$ cat config.mk
export PLATFORM = sky130hd
export DESIGN_NAME = dc_corr_regs
export DESIGN_NICKNAME = d
export VERILOG_FILES = /design/src/design/dc_corr_pkg.sv /design/src/design/dc_corr_regs.sv
export SDC_FILE = /design/constraint.sdc
export NUM_CORES = 1
export LEC_CHECK = 0
export BUFFER_PORTS_ARGS = -buffer_cell sky130_fd_sc_hd__buf_4
export CAP_MARGIN = 25
export CORE_MARGIN = 2
export CORE_UTILIZATION = 55
export DETAILED_ROUTE_END_ITERATION = 10
export GPL_ROUTABILITY_DRIVEN = 1
export PLACE_DENSITY = 0.87
export SLEW_MARGIN = 20
export SYNTH_ARGS = -nofsm -noshare
export SYNTH_HDL_FRONTEND = slang
export SYNTH_SLANG_ARGS = --single-unit
$ cat constraint.sdc
create_clock -name aclk -period 7.26 [get_ports aclk]
set_input_delay 0.363 -clock aclk [delete_from_list [all_inputs] [get_ports aclk]]
set_output_delay 0.363 -clock aclk [all_outputs]
set_load 0.02 [all_outputs]
$ cat src/design/dc_corr_pkg.sv
// Package for the dc correction configuration block: offsets, fields, reset values.
// Assumes a 32-bit AXI4-Lite register bus and a 12-bit sample stream on the same clock.
package dc_corr_pkg;

  // Printed offsets are not multiples of four: they are indices, byte address = 4 * index
  localparam logic [7:0] IDX_DC_TARGET_SHIFT = 8'hBF;
  localparam logic [7:0] IDX_DC_LOOP_CONTROL = 8'hCF;
  localparam logic [7:0] IDX_RATE_RANGE = 8'hDF;
  localparam logic [7:0] IDX_HIGH_FREQ_TUNING = 8'h4A;
  localparam logic [7:0] IDX_DC_STATUS = 8'hE0;

  localparam logic [7:0] RST_DC_TARGET_SHIFT = 8'h00;
  localparam logic [7:0] RST_DC_LOOP_CONTROL = 8'h00;
  localparam logic [7:0] RST_RATE_RANGE = 8'h00;
  localparam logic [7:0] RST_HIGH_FREQ_TUNING = 8'h00;

  localparam int HF_TUNE_BIT = 0;
  localparam int PEDESTAL_LSB = 4;
  localparam int HOLD_BIT = 7;
  localparam int WINDOW_LSB = 2;
  localparam int CANCEL_EN_BIT = 0;
  localparam int LOW_RATE_LSB = 4;
  localparam logic [1:0] LOW_RATE_ON = 2'h3;
  localparam logic [3:0] WINDOW_MAX_CODE = 4'hB;
  localparam int WINDOW_BASE_LOG2 = 20;

  localparam logic [1:0] RESP_OKAY = 2'h0;
  localparam logic [1:0] RESP_SLVERR = 2'h2;

  typedef struct packed {
    logic hf_tuning;
    logic cancel_enable;
    logic hold_estimate;
    logic [3:0] window_code;
    logic signed [3:0] pedestal;
    logic low_rate;
  } dc_cfg_s;

endpackage

$ cat src/design/dc_corr_regs.sv
// Configuration registers and digital dc offset correction loop.
// Assumes samples arrive as two's-complement words synchronous to aclk.
// How it works
// - Bit 0 of its register selects high-frequency tuning; reset value zero.
// - With correction active, output converges toward mid-scale code.
// - Pedestal from dc target bits 7:4 is added to converged value.
// - Pedestal is signed two's complement, minus eight to plus seven LSB.
// - Hold bit 7 freezes the estimate; last estimate still applied.
// - Bits 5:2 pick averaging window, 1M cycles doubling up to 2G.
// - Low-rate mode on only when bits 5:4 equal 11; off after reset.
//
// Our own choice: the AXI4-Lite register port.
`timescale 1ns/1ns
module dc_corr_regs
  import dc_corr_pkg::*;
#(
  parameter int SAMPLE_W = 12,
  parameter int WINDOW_BASE = WINDOW_BASE_LOG2
) (
  input wire logic aclk,
  input wire logic aresetn,
  input wire logic [31:0] s_axi_awaddr,
  input wire logic s_axi_awvalid,
  output logic s_axi_awready,
  input wire logic [31:0] s_axi_wdata,
  input wire logic [3:0] s_axi_wstrb,
  input wire logic s_axi_wvalid,
  output logic s_axi_wready,
  output logic [1:0] s_axi_bresp,
  output logic s_axi_bvalid,
  input wire logic s_axi_bready,
  input wire logic [31:0] s_axi_araddr,
  input wire logic s_axi_arvalid,
  output logic s_axi_arready,
  output logic [31:0] s_axi_rdata,
  output logic [1:0] s_axi_rresp,
  output logic s_axi_rvalid,
  input wire logic s_axi_rready,
  input wire logic [SAMPLE_W-1:0] sample_in,
  output logic [SAMPLE_W-1:0] sample_out,
  output dc_cfg_s cfg
);

  // Refused at elaboration: the accumulator and saturation limits assume these ranges
  if (SAMPLE_W < 6 || SAMPLE_W > 16 || WINDOW_BASE < 1 || WINDOW_BASE > 20) begin : g_bad
    $error("dc_corr_regs: unsupported SAMPLE_W or WINDOW_BASE");
  end

  localparam int ACC_W = SAMPLE_W + WINDOW_BASE + 12;

  logic [7:0] target_r;
  logic [7:0] loop_r;
  logic [7:0] rate_r;
  logic [7:0] tune_r;
  logic [7:0] enable_r;

  ////////////////////////////////////////////////////////////////////////////////
  // AXI4-Lite write: address and data taken in either order, response follows both
  logic aw_have_r;
  logic w_have_r;
  logic [7:0] aw_idx_r;
  logic [7:0] wdata_r;
  logic wlane_r;

  assign s_axi_awready = !aw_have_r && !s_axi_bvalid;
  assign s_axi_wready = !w_have_r && !s_axi_bvalid;

  wire do_write = aw_have_r && w_have_r;
  wire wr_hit = (aw_idx_r == IDX_DC_TARGET_SHIFT) || (aw_idx_r == IDX_DC_LOOP_CONTROL) ||
                (aw_idx_r == IDX_RATE_RANGE) || (aw_idx_r == IDX_HIGH_FREQ_TUNING) ||
                (aw_idx_r == IDX_DC_STATUS);

  always_ff @(posedge aclk) begin
    if (!aresetn) begin
      aw_have_r <= 1'b0;
      w_have_r <= 1'b0;
      aw_idx_r <= 8'h00;
      wdata_r <= 8'h00;
      wlane_r <= 1'b0;
      s_axi_bvalid <= 1'b0;
      s_axi_bresp <= RESP_OKAY;
    end else begin
      if (s_axi_awvalid && s_axi_awready) begin
        aw_have_r <= 1'b1;
        aw_idx_r <= (s_axi_awaddr[31:10] == 22'h0) ? s_axi_awaddr[9:2] : 8'h00;
      end
      if (s_axi_wvalid && s_axi_wready) begin
        w_have_r <= 1'b1;
        wdata_r <= s_axi_wdata[7:0];
        wlane_r <= s_axi_wstrb[0];
      end
      if (do_write) begin
        aw_have_r <= 1'b0;
        w_have_r <= 1'b0;
        s_axi_bvalid <= 1'b1;
        s_axi_bresp <= wr_hit ? RESP_OKAY : RESP_SLVERR;
      end else if (s_axi_bvalid && s_axi_bready) begin
        s_axi_bvalid <= 1'b0;
      end
    end
  end

  // Registers; lane 0 only, as each register is eight bits wide
  always_ff @(posedge aclk) begin
    if (!aresetn) begin
      target_r <= RST_DC_TARGET_SHIFT;
      loop_r <= RST_DC_LOOP_CONTROL;
      rate_r <= RST_RATE_RANGE;
      tune_r <= RST_HIGH_FREQ_TUNING;
      enable_r <= 8'h00;
    end else if (do_write && wlane_r) begin
      if (aw_idx_r == IDX_DC_TARGET_SHIFT) begin
        target_r <= wdata_r;
      end else if (aw_idx_r == IDX_DC_LOOP_CONTROL) begin
        loop_r <= wdata_r;
      end else if (aw_idx_r == IDX_RATE_RANGE) begin
        rate_r <= wdata_r;
      end else if (aw_idx_r == IDX_HIGH_FREQ_TUNING) begin
        tune_r <= wdata_r;
      end else if (aw_idx_r == IDX_DC_STATUS) begin
        enable_r <= wdata_r;
      end
    end
  end

  ////////////////////////////////////////////////////////////////////////////////
  // Decoded configuration
  always_comb begin
    cfg.hf_tuning = tune_r[HF_TUNE_BIT];
    cfg.cancel_enable = enable_r[CANCEL_EN_BIT];
    cfg.hold_estimate = loop_r[HOLD_BIT];
    cfg.window_code = loop_r[WINDOW_LSB +: 4];
    cfg.pedestal = target_r[PEDESTAL_LSB +: 4];
    cfg.low_rate = (rate_r[LOW_RATE_LSB +: 2] == LOW_RATE_ON);
  end

  ////////////////////////////////////////////////////////////////////////////////
  // Correction loop: leaky average with shift 2^(base+code); reserved codes clamp to 1011
  logic signed [ACC_W-1:0] acc_r;
  logic signed [SAMPLE_W-1:0] est_r;
  logic [4:0] shift_t;
  logic signed [ACC_W-1:0] samp_ext;
  logic signed [SAMPLE_W+1:0] corr_t;
  logic signed [SAMPLE_W+1:0] lim_hi;
  logic signed [SAMPLE_W+1:0] lim_lo;

  always_comb begin
    shift_t = 5'(WINDOW_BASE) + ((cfg.window_code > WINDOW_MAX_CODE) ?
              {1'b0, WINDOW_MAX_CODE} : {1'b0, cfg.window_code});
    samp_ext = ACC_W'(signed'(sample_in));
    lim_hi = (SAMPLE_W+2)'({1'b0, {(SAMPLE_W-1){1'b1}}});
    lim_lo = -lim_hi - (SAMPLE_W+2)'(1);
    // Subtract estimate, add pedestal; mid-scale is zero in two's complement
    corr_t = (SAMPLE_W+2)'(signed'(sample_in)) - (SAMPLE_W+2)'(est_r)
             + (SAMPLE_W+2)'(cfg.pedestal);
  end

  // Accumulator holds estimate scaled by 2^shift; loses the estimate when disabled
  always_ff @(posedge aclk) begin
    if (!aresetn || !cfg.cancel_enable) begin
      acc_r <= '0;
    end else if (!cfg.hold_estimate) begin
      acc_r <= acc_r + samp_ext - (acc_r >>> shift_t);
    end
  end

  always_ff @(posedge aclk) begin
    if (!aresetn) begin
      est_r <= '0;
    end else begin
      est_r <= SAMPLE_W'(acc_r >>> shift_t);
    end
  end

  always_ff @(posedge aclk) begin
    if (!aresetn) begin
      sample_out <= '0;
    end else if (!cfg.cancel_enable) begin
      sample_out <= sample_in;
    end else if (corr_t > lim_hi) begin
      sample_out <= lim_hi[SAMPLE_W-1:0];
    end else if (corr_t < lim_lo) begin
      sample_out <= lim_lo[SAMPLE_W-1:0];
    end else begin
      sample_out <= corr_t[SAMPLE_W-1:0];
    end
  end

  ////////////////////////////////////////////////////////////////////////////////
  // AXI4-Lite read: one read at a time, answer one cycle after address taken
  assign s_axi_arready = !s_axi_rvalid;

  always_ff @(posedge aclk) begin
    if (!aresetn) begin
      s_axi_rvalid <= 1'b0;
      s_axi_rdata <= 32'h0000_0000;
      s_axi_rresp <= RESP_OKAY;
    end else if (s_axi_arvalid && s_axi_arready) begin
      s_axi_rvalid <= 1'b1;
      s_axi_rresp <= RESP_OKAY;
      if (s_axi_araddr[31:10] != 22'h0) begin
        s_axi_rdata <= 32'h0000_0000;
        s_axi_rresp <= RESP_SLVERR;
      end else if (s_axi_araddr[9:2] == IDX_DC_TARGET_SHIFT) begin
        s_axi_rdata <= {24'h0, target_r};
      end else if (s_axi_araddr[9:2] == IDX_DC_LOOP_CONTROL) begin
        s_axi_rdata <= {24'h0, loop_r};
      end else if (s_axi_araddr[9:2] == IDX_RATE_RANGE) begin
        s_axi_rdata <= {24'h0, rate_r};
      end else if (s_axi_araddr[9:2] == IDX_HIGH_FREQ_TUNING) begin
        s_axi_rdata <= {24'h0, tune_r};
      end else if (s_axi_araddr[9:2] == IDX_DC_STATUS) begin
        s_axi_rdata <= {8'h00, 8'(SAMPLE_W'(est_r) >> (SAMPLE_W-8)), 8'h00, enable_r};
      end else begin
        s_axi_rdata <= 32'h0000_0000;
        s_axi_rresp <= RESP_SLVERR;
      end
    end else if (s_axi_rready) begin
      s_axi_rvalid <= 1'b0;
    end
  end

endmodule // dc_corr_regs

==> metrics <==
CTS sink cnt=147; Peak VDD IR=0.0001513 V; Final Util=64.96%; reg2reg start=loop_r[5]; asr flop ratio synth=0%; hold buffers post-CTS=0; most frequent cells in the layout=nor2_1, dfxtp_1, buf_4; Worst-path clk slew=0.06 ns; Critical Path AT=5.95 ns; chip height=145.1 um; Core Area=19460 um2; placed instance count=1657; GR Overflow Total=0; CTS tree=done; initial antenna violation count=0; min-delay worst type=in -> reg; Vias/cell=5.998; worst-margin pin slew=0.9182 ns; Final Slew Violations=0; die area=21040 um2; antenna viol nets, final=0; post-synthesis sequential area ratio=26.89%; Layout Nets=1643; Vias=10130; final hold vios=0; layout cell share with drive strength beyond 1=14.26%; Clock Tree Root=clkbuf_16; Synth Area per Inst=8.341 um2; Min-Delay Startpoint=s_axi_rready; WL final=30360 um; most common library cell in the layout ignoring fill and taps=nor2_1; PwrDens=178.6 nW/um2; relative slew slack=38.70%; CTS H-tree depth=4; Post-Syn Instances=1312; Hold Path Stages=2; R2R depth=20; status=finished clean; First-pass DRT Iterations=6; Iteration-0 DRC Markers=830; clk buf depth=2; Critical Path Fanout Max=39; crit share post-route=77.53%; Setup-failing EPs final=0; setup_tns=0 ns; kind of critical path=reg -> reg; drt drc=0; Post-DP HPWL=21740 um; Max Clk Rate=177.7 MHz; Inserted Clock Buffers=17; Layout Cells excl Fill=1689; vias in the first global route=9728; synth unique cells=76; mapped cell area=10940 um2; Antenna Cells=0; clock skew=0.006731 ns; leakage power=5.644 nW; GP Congestion=0.9158; routed len/inst=17.97 um; PortBufs=134; Initial Util=56.23%; Worst Setup Start Kind=flop; Post-CTS Setup Bufs=0; clk_lat worst skew=0.44 ns; GRT Total Usage=28.32%; first-pass GRT wire length=48910 um; Cell Rows=51; die width=145.1 um; largest net degree at the start of global routing=79; MaxCap Viol Count=0; area grow syn2layout=15.54%; EDFF count, synth=0; Final min period=5.629 ns; post-CTS resize count=0; IO Pins=184; CP Capture Type=flop; Synth Flop Type=dfxtp_1; RSZ-0062 raised after global routing=no; Synth Register Bits=147; Critical Path RT=7.58 ns; Synth warnings=0; CP startpoint=loop_r[5]
-- through the flow --
stage          area [um2]  setup slack [ns]  total power, mW  hold WS (ns)
6_report            12640             1.631            2.258        0.1114
5_1_grt             12640             1.338            2.344        0.1005
2_1_floorplan       11010             2.579            1.190        0.4499
4_1_cts             12640             1.753            2.253        0.1046
3_3_place_gp        12010             1.899            1.302        0.4558
3_5_place_dp        12020             1.826            1.319        0.4660
-- per-layer routing --
layer	up-vias	part of all wire [%]	GRT usage (%)
li1	4771	-	-
met1	4832	39	33.48
met2	453	50	50.10
met3	74	7.7	5.818
met4	0	3.1	11.72
met5	-	0	0
-- synthesized netlist by cell type, types with 15 or more instances --
library cell | n | area share (%)
a211oi_1 | 15 | 1.0
a21o_1 | 26 | 1.8
a21oi_1 | 117 | 5.4
a22oi_1 | 24 | 1.6
buf_4 | 29 | 2.0
clkbuf_1 | 42 | 1.4
dfxtp_1 | 147 | 27
fa_1 | 55 | 10
ha_1 | 58 | 6.6
inv_1 | 93 | 3.2
mux2i_1 | 102 | 9.3
nand2_1 | 80 | 2.7
nand3_1 | 18 | 0.82
nor2_1 | 186 | 6.4
nor3_1 | 21 | 0.96
nor4_1 | 15 | 0.86
o21ai_0 | 55 | 2.5
xnor2_1 | 20 | 1.6
xor2_1 | 21 | 1.7
-- state kept, by name, indices dropped and copies added, names as in the netlist, 8 cells and up --
signal,count
acc_r,44
s_axi_rdata,16
est_r,12
tune_r,8
aw_idx_r,8
sample_out,12
target_r,8
rate_r,8
wdata_r,8
loop_r,8
enable_r,8
-- kinds of logic (layout without fill, tap and decap cells) --
family / after synthesis / after routing / share of synthesized area, %
and+or+nand+nor: 396 / 396 / 16.54
AOI/OAI and AO/OA: 332 / 332 / 19.69
buffers and inverters: 175 / 270 / 7.020
DFF: 147 / 147 / 26.89
adders and majority gates: 113 / 113 / 16.69
muxes: 107 / 107 / 9.844
xor gates and xnor gates: 41 / 41 / 3.282
other: 1 / 18 / 0.03427
-- critical path: stages, from the launching register on --
cell and delay [ns]:
dfxtp_1 0.33, buf_4 0.27, a21oi_2 0.18, buf_4 0.37, mux2i_1 0.28, nor2b_1 0.16
a211oi_1 0.06, a21oi_1 0.14, nor2_1 0.06, a21oi_1 0.34, fa_1 0.54, fa_1 0.49
a21o_1 0.22, a221o_1 0.38, a211oi_2 0.31, o31a_1 0.32, o21ai_1 0.19, a211o_1 0.36
nor3_1 0.27, o32a_1 0.19, o21ai_1 0.05
-- power breakdown --
group          total [mW]  leakage [nW]  switching [mW]  internal [mW]
combinational       0.486          4.15           0.282          0.204
sequential          0.829          1.19          0.0122          0.817
clock               0.943         0.308           0.389          0.555
-- worst paths after layout --
check	slack (ns)	endpoint
worst max-delay path	1.63	acc_r[42]
worst min-delay path	0.11	s_axi_rvalid
worst max register to register	1.63	acc_r[42]
worst min register to register	0.47	s_axi_rresp[1]
-- final cells by class --
type                    count  area (um2)
clock inverters            14       192.7
multi-input cells        1007        7305
well taps                 265       331.6
clock buffers              18       429.2
repair buffers            145        1092
inverters                  93       349.1
fillers                  1519        6819
flip-flops and latches    147        2944
Note: power is estimated with default switching activity, not from simulation.
